## config.mk

```make
export PLATFORM = sky130hd
export DESIGN_NAME = crosspoint_profile_switch_regs
export DESIGN_NICKNAME = d
export VERILOG_FILES = /design/src/pkg/xpt_pkg.sv /design/src/crosspoint_profile_switch_regs.sv /design/src/route_select.sv
export SDC_FILE = /design/constraint.sdc
export NUM_CORES = 1
export LEC_CHECK = 0
export ABC_AREA = 1
export BUFFER_PORTS_ARGS = -buffer_cell sky130_fd_sc_hd__buf_2
export CORE_MARGIN = 2
export CORE_UTILIZATION = 50
export CTS_BUF_LIST = sky130_fd_sc_hd__clkbuf_8
export DETAILED_ROUTE_END_ITERATION = 8
export GPL_TIMING_DRIVEN = 0
export PLACE_DENSITY = 0.78
export RECOVER_POWER = 25
export SYNTH_ARGS = -nofsm -noshare
export SYNTH_HDL_FRONTEND = slang
export SYNTH_HIERARCHICAL = 1
export SYNTH_SLANG_ARGS = --single-unit
```

## constraint.sdc

```tcl
create_clock -name mclk -period 5 [get_ports mclk]
set_input_delay 0.75 -clock mclk [delete_from_list [all_inputs] [get_ports mclk]]
set_output_delay 0.75 -clock mclk [all_outputs]
set_load 0.02 [all_outputs]
```

## src/pkg/xpt_pkg.sv

```systemverilog
package xpt_pkg;

  // Array shape
  localparam int NPORT  = 8;
  localparam int SEL_W  = 3;
  localparam int DATA_W = 8;

  // Register addresses
  localparam logic [7:0] OUT_BASE    = 8'h00;
  localparam logic [7:0] IN_BASE     = 8'h08;
  localparam logic [7:0] SWCTL_ADDR  = 8'h10;
  localparam logic [7:0] RSVD_FIRST  = 8'h11;
  localparam logic [7:0] RSVD_LAST   = 8'h1A;

  // Field positions
  localparam int OUT_PRI_LSB     = 5;
  localparam int IN_EQ_BIT       = 7;
  localparam int IN_SEC_LSB      = 4;
  localparam int SW_PIN_EN_BIT   = 7;
  localparam int SW_REG_TRIG_BIT = 6;

  // Writable bits of each register kind; all other bits read as zero
  localparam logic [7:0] OUT_WMASK = 8'hFC;
  localparam logic [7:0] IN_WMASK  = 8'hF0;
  localparam logic [7:0] SW_WMASK  = 8'hC0;

  // Reset values (source fields default to the register's own port)
  localparam logic [7:0] SWCTL_RESET   = 8'h00;
  localparam logic [4:0] OUT_LOW_RESET = 5'h00;
  localparam logic       EQ_RESET      = 1'b0;
  localparam logic [3:0] IN_LOW_RESET  = 4'h0;

  // Value returned for reserved and unmapped addresses
  localparam logic [7:0] RSVD_READ = 8'h00;

endpackage

```

## src/crosspoint_profile_switch_regs.sv

```systemverilog
`timescale 1ns/1ns
module crosspoint_profile_switch_regs
  import xpt_pkg::*;
#(
  parameter int NP = NPORT,
  parameter int SW = SEL_W
) (
  input  wire logic              mclk,
  input  wire logic              nrst,
  input  wire logic              register_reset_pin_n,
  input  wire logic              reg_control_pin,
  input  wire logic              equalizer_level_pin,
  input  wire logic              profile_toggle_pin,
  input  wire logic              bus_start,
  input  wire logic              bus_wr,
  input  wire logic [7:0]        bus_wdata,
  input  wire logic              bus_rd,
  output logic      [7:0]        bus_rdata,
  output logic      [NP*SW-1:0]  src_sel,
  output logic      [NP-1:0]     eq_sel,
  output logic                   secondary_active
);

  logic [7:0]       addr;
  logic             addr_phase;
  logic [7:0]       out_reg [NP];
  logic [7:0]       in_reg  [NP];
  logic [7:0]       sw_reg;
  logic             data_wr;
  logic             use_secondary;
  logic [NP*SW-1:0] pri_flat;
  logic [NP*SW-1:0] sec_flat;

  // Address falls in an eight-register port bank
  function automatic logic in_bank(input logic [7:0] a, input logic [7:0] base);
    in_bank = (a[7:3] == base[7:3]);
  endfunction

  // Register read decode
  function automatic logic [7:0] read_reg(input logic [7:0] a);
    read_reg = RSVD_READ;
    if (in_bank(a, OUT_BASE)) begin
      read_reg = out_reg[a[2:0]] & OUT_WMASK;
    end else if (in_bank(a, IN_BASE)) begin
      read_reg = in_reg[a[2:0]] & IN_WMASK;
    end else if (a == SWCTL_ADDR) begin
      read_reg = sw_reg & SW_WMASK;
    end
  endfunction

  // A data byte, not the address byte, was accepted this cycle
  assign data_wr = bus_wr && !bus_start && !addr_phase && register_reset_pin_n;

  // Address pointer: first byte after start loads it, data bytes advance it
  always_ff @(posedge mclk or negedge nrst) begin
    if (!nrst) begin
      addr       <= 8'h00;
      addr_phase <= 1'b0;
    end else if (!register_reset_pin_n) begin
      addr       <= 8'h00;
      addr_phase <= 1'b0;
    end else if (bus_start) begin
      addr_phase <= 1'b1;
    end else if (bus_wr && addr_phase) begin
      addr       <= bus_wdata;
      addr_phase <= 1'b0;
    end else if (bus_wr || bus_rd) begin
      addr <= 8'(addr + 8'h01);
    end
  end

  // Read data, captured at the read strobe
  always_ff @(posedge mclk or negedge nrst) begin
    if (!nrst) begin
      bus_rdata <= 8'h00;
    end else if (bus_rd && !bus_wr && !bus_start) begin
      bus_rdata <= read_reg(addr);
    end
  end

  // Per-port output and input control registers
  genvar g;
  generate
    for (g = 0; g < NP; g++) begin : g_port
      always_ff @(posedge mclk or negedge nrst) begin
        if (!nrst) begin
          out_reg[g] <= {SW'(g), OUT_LOW_RESET};
        end else if (!register_reset_pin_n) begin
          out_reg[g] <= {SW'(g), OUT_LOW_RESET};
        end else if (data_wr && addr == OUT_BASE + 8'(g)) begin
          out_reg[g] <= bus_wdata & OUT_WMASK;
        end
      end

      always_ff @(posedge mclk or negedge nrst) begin
        if (!nrst) begin
          in_reg[g] <= {EQ_RESET, SW'(g), IN_LOW_RESET};
        end else if (!register_reset_pin_n) begin
          in_reg[g] <= {EQ_RESET, SW'(g), IN_LOW_RESET};
        end else if (data_wr && addr == IN_BASE + 8'(g)) begin
          in_reg[g] <= bus_wdata & IN_WMASK;
        end
      end

      // Receive equalization: register bit or pin
      always_ff @(posedge mclk or negedge nrst) begin
        if (!nrst) begin
          eq_sel[g] <= EQ_RESET;
        end else if (reg_control_pin) begin
          eq_sel[g] <= in_reg[g][IN_EQ_BIT];
        end else begin
          eq_sel[g] <= equalizer_level_pin;
        end
      end

      assign pri_flat[g*SW +: SW] = out_reg[g][OUT_PRI_LSB +: SW];
      assign sec_flat[g*SW +: SW] = in_reg[g][IN_SEC_LSB +: SW];
    end
  endgenerate

  // Switch control; reserved range has no storage, so writes there vanish
  always_ff @(posedge mclk or negedge nrst) begin
    if (!nrst) begin
      sw_reg <= SWCTL_RESET;
    end else if (!register_reset_pin_n) begin
      sw_reg <= SWCTL_RESET;
    end else if (data_wr && addr == SWCTL_ADDR) begin
      sw_reg <= bus_wdata & SW_WMASK;
    end
  end

  // Active profile decision
  always_comb begin
    if (sw_reg[SW_PIN_EN_BIT]) begin
      use_secondary = profile_toggle_pin;
    end else begin
      use_secondary = sw_reg[SW_REG_TRIG_BIT];
    end
  end

  // Output routing muxes
  route_select #(
    .NP (NP),
    .SW (SW)
  ) u_route (
    .mclk             (mclk),
    .nrst             (nrst),
    .use_secondary    (use_secondary),
    .pri_flat         (pri_flat),
    .sec_flat         (sec_flat),
    .src_sel          (src_sel),
    .secondary_active (secondary_active)
  );

  // Identity routing value for checks
  logic [NP*SW-1:0] ident;
  generate
    for (g = 0; g < NP; g++) begin : g_ident
      assign ident[g*SW +: SW] = SW'(g);
    end
  endgenerate

  // Per-port checks of equalization source and reset defaults
  generate
    for (g = 0; g < NP; g++) begin : g_chk

    end
  endgenerate
endmodule

```

## src/route_select.sv

```systemverilog
`timescale 1ns/1ns
module route_select
  import xpt_pkg::*;
#(
  parameter int NP = NPORT,
  parameter int SW = SEL_W
) (
  input  wire logic              mclk,
  input  wire logic              nrst,
  input  wire logic              use_secondary,
  input  wire logic [NP*SW-1:0]  pri_flat,
  input  wire logic [NP*SW-1:0]  sec_flat,
  output logic      [NP*SW-1:0]  src_sel,
  output logic                   secondary_active
);

  // One profile decision steers every output mux
  genvar g;
  generate
    for (g = 0; g < NP; g++) begin : g_out
      always_ff @(posedge mclk or negedge nrst) begin
        if (!nrst) begin
          src_sel[g*SW +: SW] <= SW'(g);
        end else if (use_secondary) begin
          src_sel[g*SW +: SW] <= sec_flat[g*SW +: SW];
        end else begin
          src_sel[g*SW +: SW] <= pri_flat[g*SW +: SW];
        end
      end
    end
  endgenerate

  // Profile flag for observation
  always_ff @(posedge mclk or negedge nrst) begin
    if (!nrst) begin
      secondary_active <= 1'b0;
    end else begin
      secondary_active <= use_secondary;
    end
  end

endmodule

```

## After elaboration in Yosys (flattened, before gate mapping)

Cells that the tools add are included.

- Register bits: 186
- Bits in read-only memories: 0
- Bits in writable memories: 0
- Bits of input ports: 17
- Logic and storage cells: 174
- Bits in latches: 0
- Memories: 0

- $lt $le $gt $ge: 1
- Div/mod/pow operators: 0
- Eq/ne operators: 37
- Reductions and logical operators: 30
- $mul: 0
- Bitwise logic cells: 1
- Muxes and demuxes: 67
- Add/sub/neg operators: 1
- Shift-type cells: 0

Operator list:

| kind | number |
|---|---|
| 8-bit 2-to-1 mux | 45 |
| 8-bit by 4-bit equality test with 1-bit output, second input constant | 8 |
| 8-bit binary-select mux with 3-bit select | 2 |
| 2-bit by 1-bit inequality test with 1-bit output, second input constant | 17 |
| 8-bit by 3-bit equality test with 1-bit output, second input constant | 4 |
| 3-bit 2-to-1 mux | 8 |
| 1-bit logical AND | 23 |
| 8-bit by 2-bit equality test with 1-bit output, second input constant | 2 |
| 1-bit 2-to-1 mux | 12 |
| 8-bit by 1-bit adder with 8-bit output, second input constant | 1 |
| 8-bit by 1-bit equality test with 1-bit output, second input constant | 1 |
| 8-bit by 5-bit equality test with 1-bit output, second input constant | 1 |
| 8-bit zero test | 1 |
| 3-bit by 1-bit inequality test with 1-bit output, second input constant | 2 |
| 5-bit by 1-bit equality test with 1-bit output, second input constant | 1 |
| 5-bit zero test | 1 |
| 4-bit greater-or-equal comparator, second input constant | 1 |
| 3-bit inverter with 4-bit output | 1 |
| 1-bit zero test | 3 |
| 2-bit inequality test, second input constant | 1 |
| 2-bit AND reduction | 1 |
| 1-bit logical OR | 1 |

## Depth between registers and ports, before layout

- Depth in word-level cells: 7
- Gate-level depth with buffers: 10
- Depth with buffers taken out: 9

## Hierarchy

Netlist, hierarchy kept.

By module, submodules not included:

| module | area each (um2) | instances | cells an instance |
|---|---|---|---|
| crosspoint_profile_switch_regs | 5371.4 | 1 | 673 |
| route_select | 1014.7 | 1 | 103 |

## Worst setup path after synthesis

No wires, ideal clock.

- Kind: flip-flop to flip-flop
- Start: reg addr[1]
- End: reg sw_reg[6]
- Setup time: 0.131 ns
- Arrival: 1.762 ns
- Stages on the path, launching flop included: 9
- Slack: 3.107 ns
- Path through: dfrtp_1 > inv_1 > clkbuf_1 > ha_1 > inv_1 > nor3_1 > a31oi_1 > nand2_1 > o21ai_0

- Cells in the longest elaborated chain, start to end: 3

RTL lines:

| element | line | text |
|---|---|---|
| from (decl) | crosspoint_profile_switch_regs.sv:24 | `logic [7:0] addr;` |
| from (signal assigned) | crosspoint_profile_switch_regs.sv:65 | `addr <= bus_wdata;` |
| from (signal assigned) | crosspoint_profile_switch_regs.sv:68 | `addr <= 8'(addr + 8'h01);` |
| 8-bit by 5-bit equality test with 1-bit output | crosspoint_profile_switch_regs.sv:127 | `end else if (data_wr && addr == SWCTL_ADDR) begin` |
| 1-bit logical AND | crosspoint_profile_switch_regs.sv:127 |  |
| 2-bit by 1-bit inequality test with 1-bit output (no line) | - |  |
| to (signal assigned) | crosspoint_profile_switch_regs.sv:128 | `sw_reg <= bus_wdata & SW_WMASK;` |
| to (decl) | crosspoint_profile_switch_regs.sv:28 | `logic [7:0] sw_reg;` |

No other way between the ends.
A chain may end at the register's enable or synchronous reset.

## Worst setup path after layout

- Start: reg addr[1]
- End: reg out_reg[59] (netlist bit)

- Cells in the longest elaborated chain, start to end: 3

RTL lines:

| element | line | text |
|---|---|---|
| 8-bit zero test | crosspoint_profile_switch_regs.sv:90 | `end else if (data_wr && addr == OUT_BASE + 8'(g)) begin` |
| 1-bit logical AND | crosspoint_profile_switch_regs.sv:90 |  |
| 2-bit by 1-bit inequality test with 1-bit output (no line) | - |  |
| to (signal, indexed assignment) | crosspoint_profile_switch_regs.sv:87 | `out_reg[g] <= {SW'(g), OUT_LOW_RESET};` |
| to (signal, indexed assignment) | crosspoint_profile_switch_regs.sv:89 | `out_reg[g] <= {SW'(g), OUT_LOW_RESET};` |
| to (signal, indexed assignment) | crosspoint_profile_switch_regs.sv:91 | `out_reg[g] <= bus_wdata & OUT_WMASK;` |
| to (decl) | crosspoint_profile_switch_regs.sv:26 | `logic [7:0] out_reg [NP];` |

No other way between the ends.

==> summary.md <==
| Metric | Value |
|---|---|
| CTS tree | `done` |
| Status | `finished, violations left` |
| Antenna-violating nets left | `0` |
| Final min period | `2.837 ns` |
| Largest family of logic cells by synthesized area | `simple AND/OR/NAND/NOR gates` |
| R2R depth | `8` |
| Largest area contributor in the netlist | `dfrtp_1` |
| Worst reg-to-reg setup slack | `2.16 ns` |
| Hold Path Stages | `2` |
| WHS Endpoint | `u_route/src_sel[15]` |
| Post-synthesis instance area | `6386 um2` |
| Top delay family on crit path | `buffers and inverters` |
| Global-route wire length before repair | `28.06 mm` |
| Post_cts resized | `0` |
| Crit path largest cell delay | `0.59 ns` |
| Routed vias | `5541` |
| # DRC | `0` |
| Most common cell after layout, fill and taps aside | `nand2_1` |
| Final hold violations | `0` |
| Area growth, synth to finish | `15.16%` |
| EDFF count, synth | `0` |
| Clock share of power | `38.9%` |
| Worst R2R End | `out_reg[59]` |
| HPWL after detailed placement | `12.45 mm` |
| Post-route cell area | `7355 um2` |
| Final Slew Violations | `34` |
| Synth Area per Inst | `8.230 um2` |
| Die ar. | `13690 um2` |
| Ratio of cells with drive above 1 in the final layout | `21.30%` |
| Clock root buffer | `clkbuf_8` |
| Commonest register cell after synthesis | `dfrtp_1` |
| Worst path bufs/invs | `3` |
| Die Y | `117.0 um` |
| Static leakage | `3.747 nW` |
| Largest net degree at the start of global routing | `98` |
| GRT Total Usage | `28.14%` |
| RSZ-0062 raised after global routing | `false` |
| Sequential area share after synthesis | `51.65%` |
| Top cells by area, synth | `dfrtp_1 37%, dfstp_2 15%, nand2_1 14%, o21ai_0 8.2%, nand3_1 5.4%` |
| Post-Route WL | `17.80 mm` |
| # diodes | `0` |
| Dpl cell area | `6909 um2` |
| Failing checks | `capacitance limit, slew limit` |
| Final period utilization | `56.74%` |
| Clock Latency Late Sink | `0.46 ns` |
| Setup Viol. Count Final | `0` |
| Combinational fraction of design power | `16.6%` |
| Gr ovfl total | `0` |
| Depth of the CTS H-tree | `4` |
| Clock skew | `0.01569 ns` |
| Crit Path Max Fanout | `11` |
| Die width | `117.0 um` |
| Seq pwr share | `44.5%` |
| HP Class | `flop to flop` |
| Fmax | `352.5 MHz` |
| Vias in the first global route | `5206` |
| Final TNS setup | `0 ns` |
| WS Path Type | `flop to flop` |
| Synth Area in Compound Gates | `11.78%` |
| Sequence of cells on the critical path | `inv_1 > clkbuf_1 > ha_1 > inv_1 > nor3_4 > nor2_1 > nand2_1 > nand2_1` |
| I/O pin count | `58` |
| Initial antenna violation count | `0` |
| Initial Util | `50.81%` |
| Clock buffer depth | `2` |
| Crit path DAT | `3.17 ns` |
| CTS Hold Bufs | `0` |
| Pwr dens | `361.9 nW/um2` |
| Top cell type's share of synthesized area | `36.83%` |
| Synth Area in Adders | `0.9796%` |
| R2r startpoint | `addr[1]` |
| Clock sinks | `130` |
| CP Launch Type | `flop` |
| Most frequent cells in the layout | `240 x nand2_1, 105 x o21ai_0, 94 x dfrtp_1` |
| Total of max-cap violations | `1` |
| Wire per inst | `17.18 um` |
| 1st-pass router iterations | `6` |
| Clock Pin Slew Worst Setup and Hold Paths | `0.08 ns` |
| Mux contribution to synthesized area | `0.1763%` |
| I/O Buffers | `54` |
| Largest register FFs | `48` |
| Switching share of power | `29.07%` |
| VDD IR max | `0.1440 mV` |
| Slew @ Worst Pin | `1.999 ns` |
| Post-Synth Simple-Gate Area | `26.41%` |
| Final net count | `873` |
| Via/cell ratio | `5.348` |
| GPL Wtd Cong | `0.9662` |
| Hold Startpoint | `out_reg[21]` |
| Synth warn | `6` |
| Slew headroom | `-33.30%` |
| CP Data Required Time | `5.33 ns` |
| # rows | `41` |
| Post-Synth XOR/XNOR Area | `0.4114%` |
| Initial drt markers | `529` |
| Core ar. | `12570 um2` |
| Num CTS Buffers | `17` |
| NetSw | `0.7739 mW` |
| Post-Syn Instances | `776` |
| FF+latch count, synth | `130` |
| Count of cell types in the netlist | `37` |
| Max stage delay cell, worst path | `clkbuf_1` |
| Crit path capture type | `flop` |
| Async SR Flop Fraction | `100.0%` |
| Post-CTS setup buffers | `0` |
| Internal power | `1.888 mW` |
-- final cells by class --
type / instances / area (um2)
fill: 1138 / 5214
inverter: 89 / 341.6
clock inverter: 14 / 212.7
tap: 172 / 215.2
sequential: 130 / 3298
clock buffer: 18 / 247.7
buffer: 30 / 196.4
multi-input combinational: 528 / 2546
timing repair buffer: 55 / 296.5
-- metal layers --
| layer | share of wire [%] | up-vias | track usage, % |
|---|---|---|---|
| met3 | 8.1 | 53 | 7.415 |
| met4 | 4.8 | 0 | 14.98 |
| met5 | 0 | - | 0 |
| met2 | 45 | 256 | 41.31 |
| met1 | 42 | 2595 | 38.36 |
| li1 | - | 2637 | - |
-- worst max path at each step --
stage	slack [ns]	startpoint	to	cells after the start
detailed placement	2.24	addr[1]	out_reg[59]	8
global placement	1.53	nrst	u_route/secondary_active	1
CTS	2.22	addr[1]	out_reg[59]	8
global route	2.09	addr[1]	out_reg[60]	8
finish	2.16	addr[1]	out_reg[59]	8
floorplan	3.11	addr[1]	sw_reg[6]	8
-- metrics by stage --
step	hold WS (ns)	setup WS (ns)	utilization [%]	std cells	power, mW
floorplan	0.4366	3.107	-	777	1.483
global placement	0.4460	1.526	54.70	1003	1.630
detailed placement	0.4520	2.245	54.97	1004	1.640
CTS	0.1814	2.220	58.64	1036	2.667
global route	0.4820	2.092	58.52	1036	2.778
finish	0.4618	2.163	58.52	1036	2.662
-- cells in the mapped netlist (2+ instances only) --
cell      instances
a21oi_1          10
ha_1              5
or2_2             2
o21ai_0         105
nand2_4           3
nand3_2           2
inv_2             3
clkbuf_1         10
buf_4             2
nor2_1           30
nor2_4            3
dfrtp_1          94
o21ai_2           5
buf_12            2
buf_2             9
nor2_2            2
nand3_1          69
o22ai_1           2
nand2_1         240
nor3_1            3
o211ai_1         13
dfstp_2          36
nand2_2          21
inv_1            85
buf_6             4
buf_1             2
nor3_4            3
xor2_1            2
-- cells by family (layout without fill, tap and decap cells) --
family | Yosys count | in the layout
xor gates and xnor gates | 3 | 3
AOI/OAI and AO/OA | 138 | 138
other | 1 | 2
and+or+nand+nor | 379 | 379
muxes | 1 | 1
buffers and inverters | 119 | 206
DFF | 130 | 130
adders and majority gates | 5 | 5
-- power groups by stage --
stage                     clock network (mW)  registers (mW)  logic, mW
after floorplan                            0            1.25      0.234
after global placement                     0            1.20      0.429
after detailed placement                   0            1.20      0.436
after CTS                               1.04            1.18      0.439
after global routing                    1.09            1.20      0.489
final                                   1.04            1.18      0.441
-- worst min-delay path, delay by kind of cell (launching register included) --
kind             cells  cell delay [ns]
DFF                  1             0.37
and+or+nand+nor      2             0.09
No activity file was read; power rests on OpenSTA's default activity.
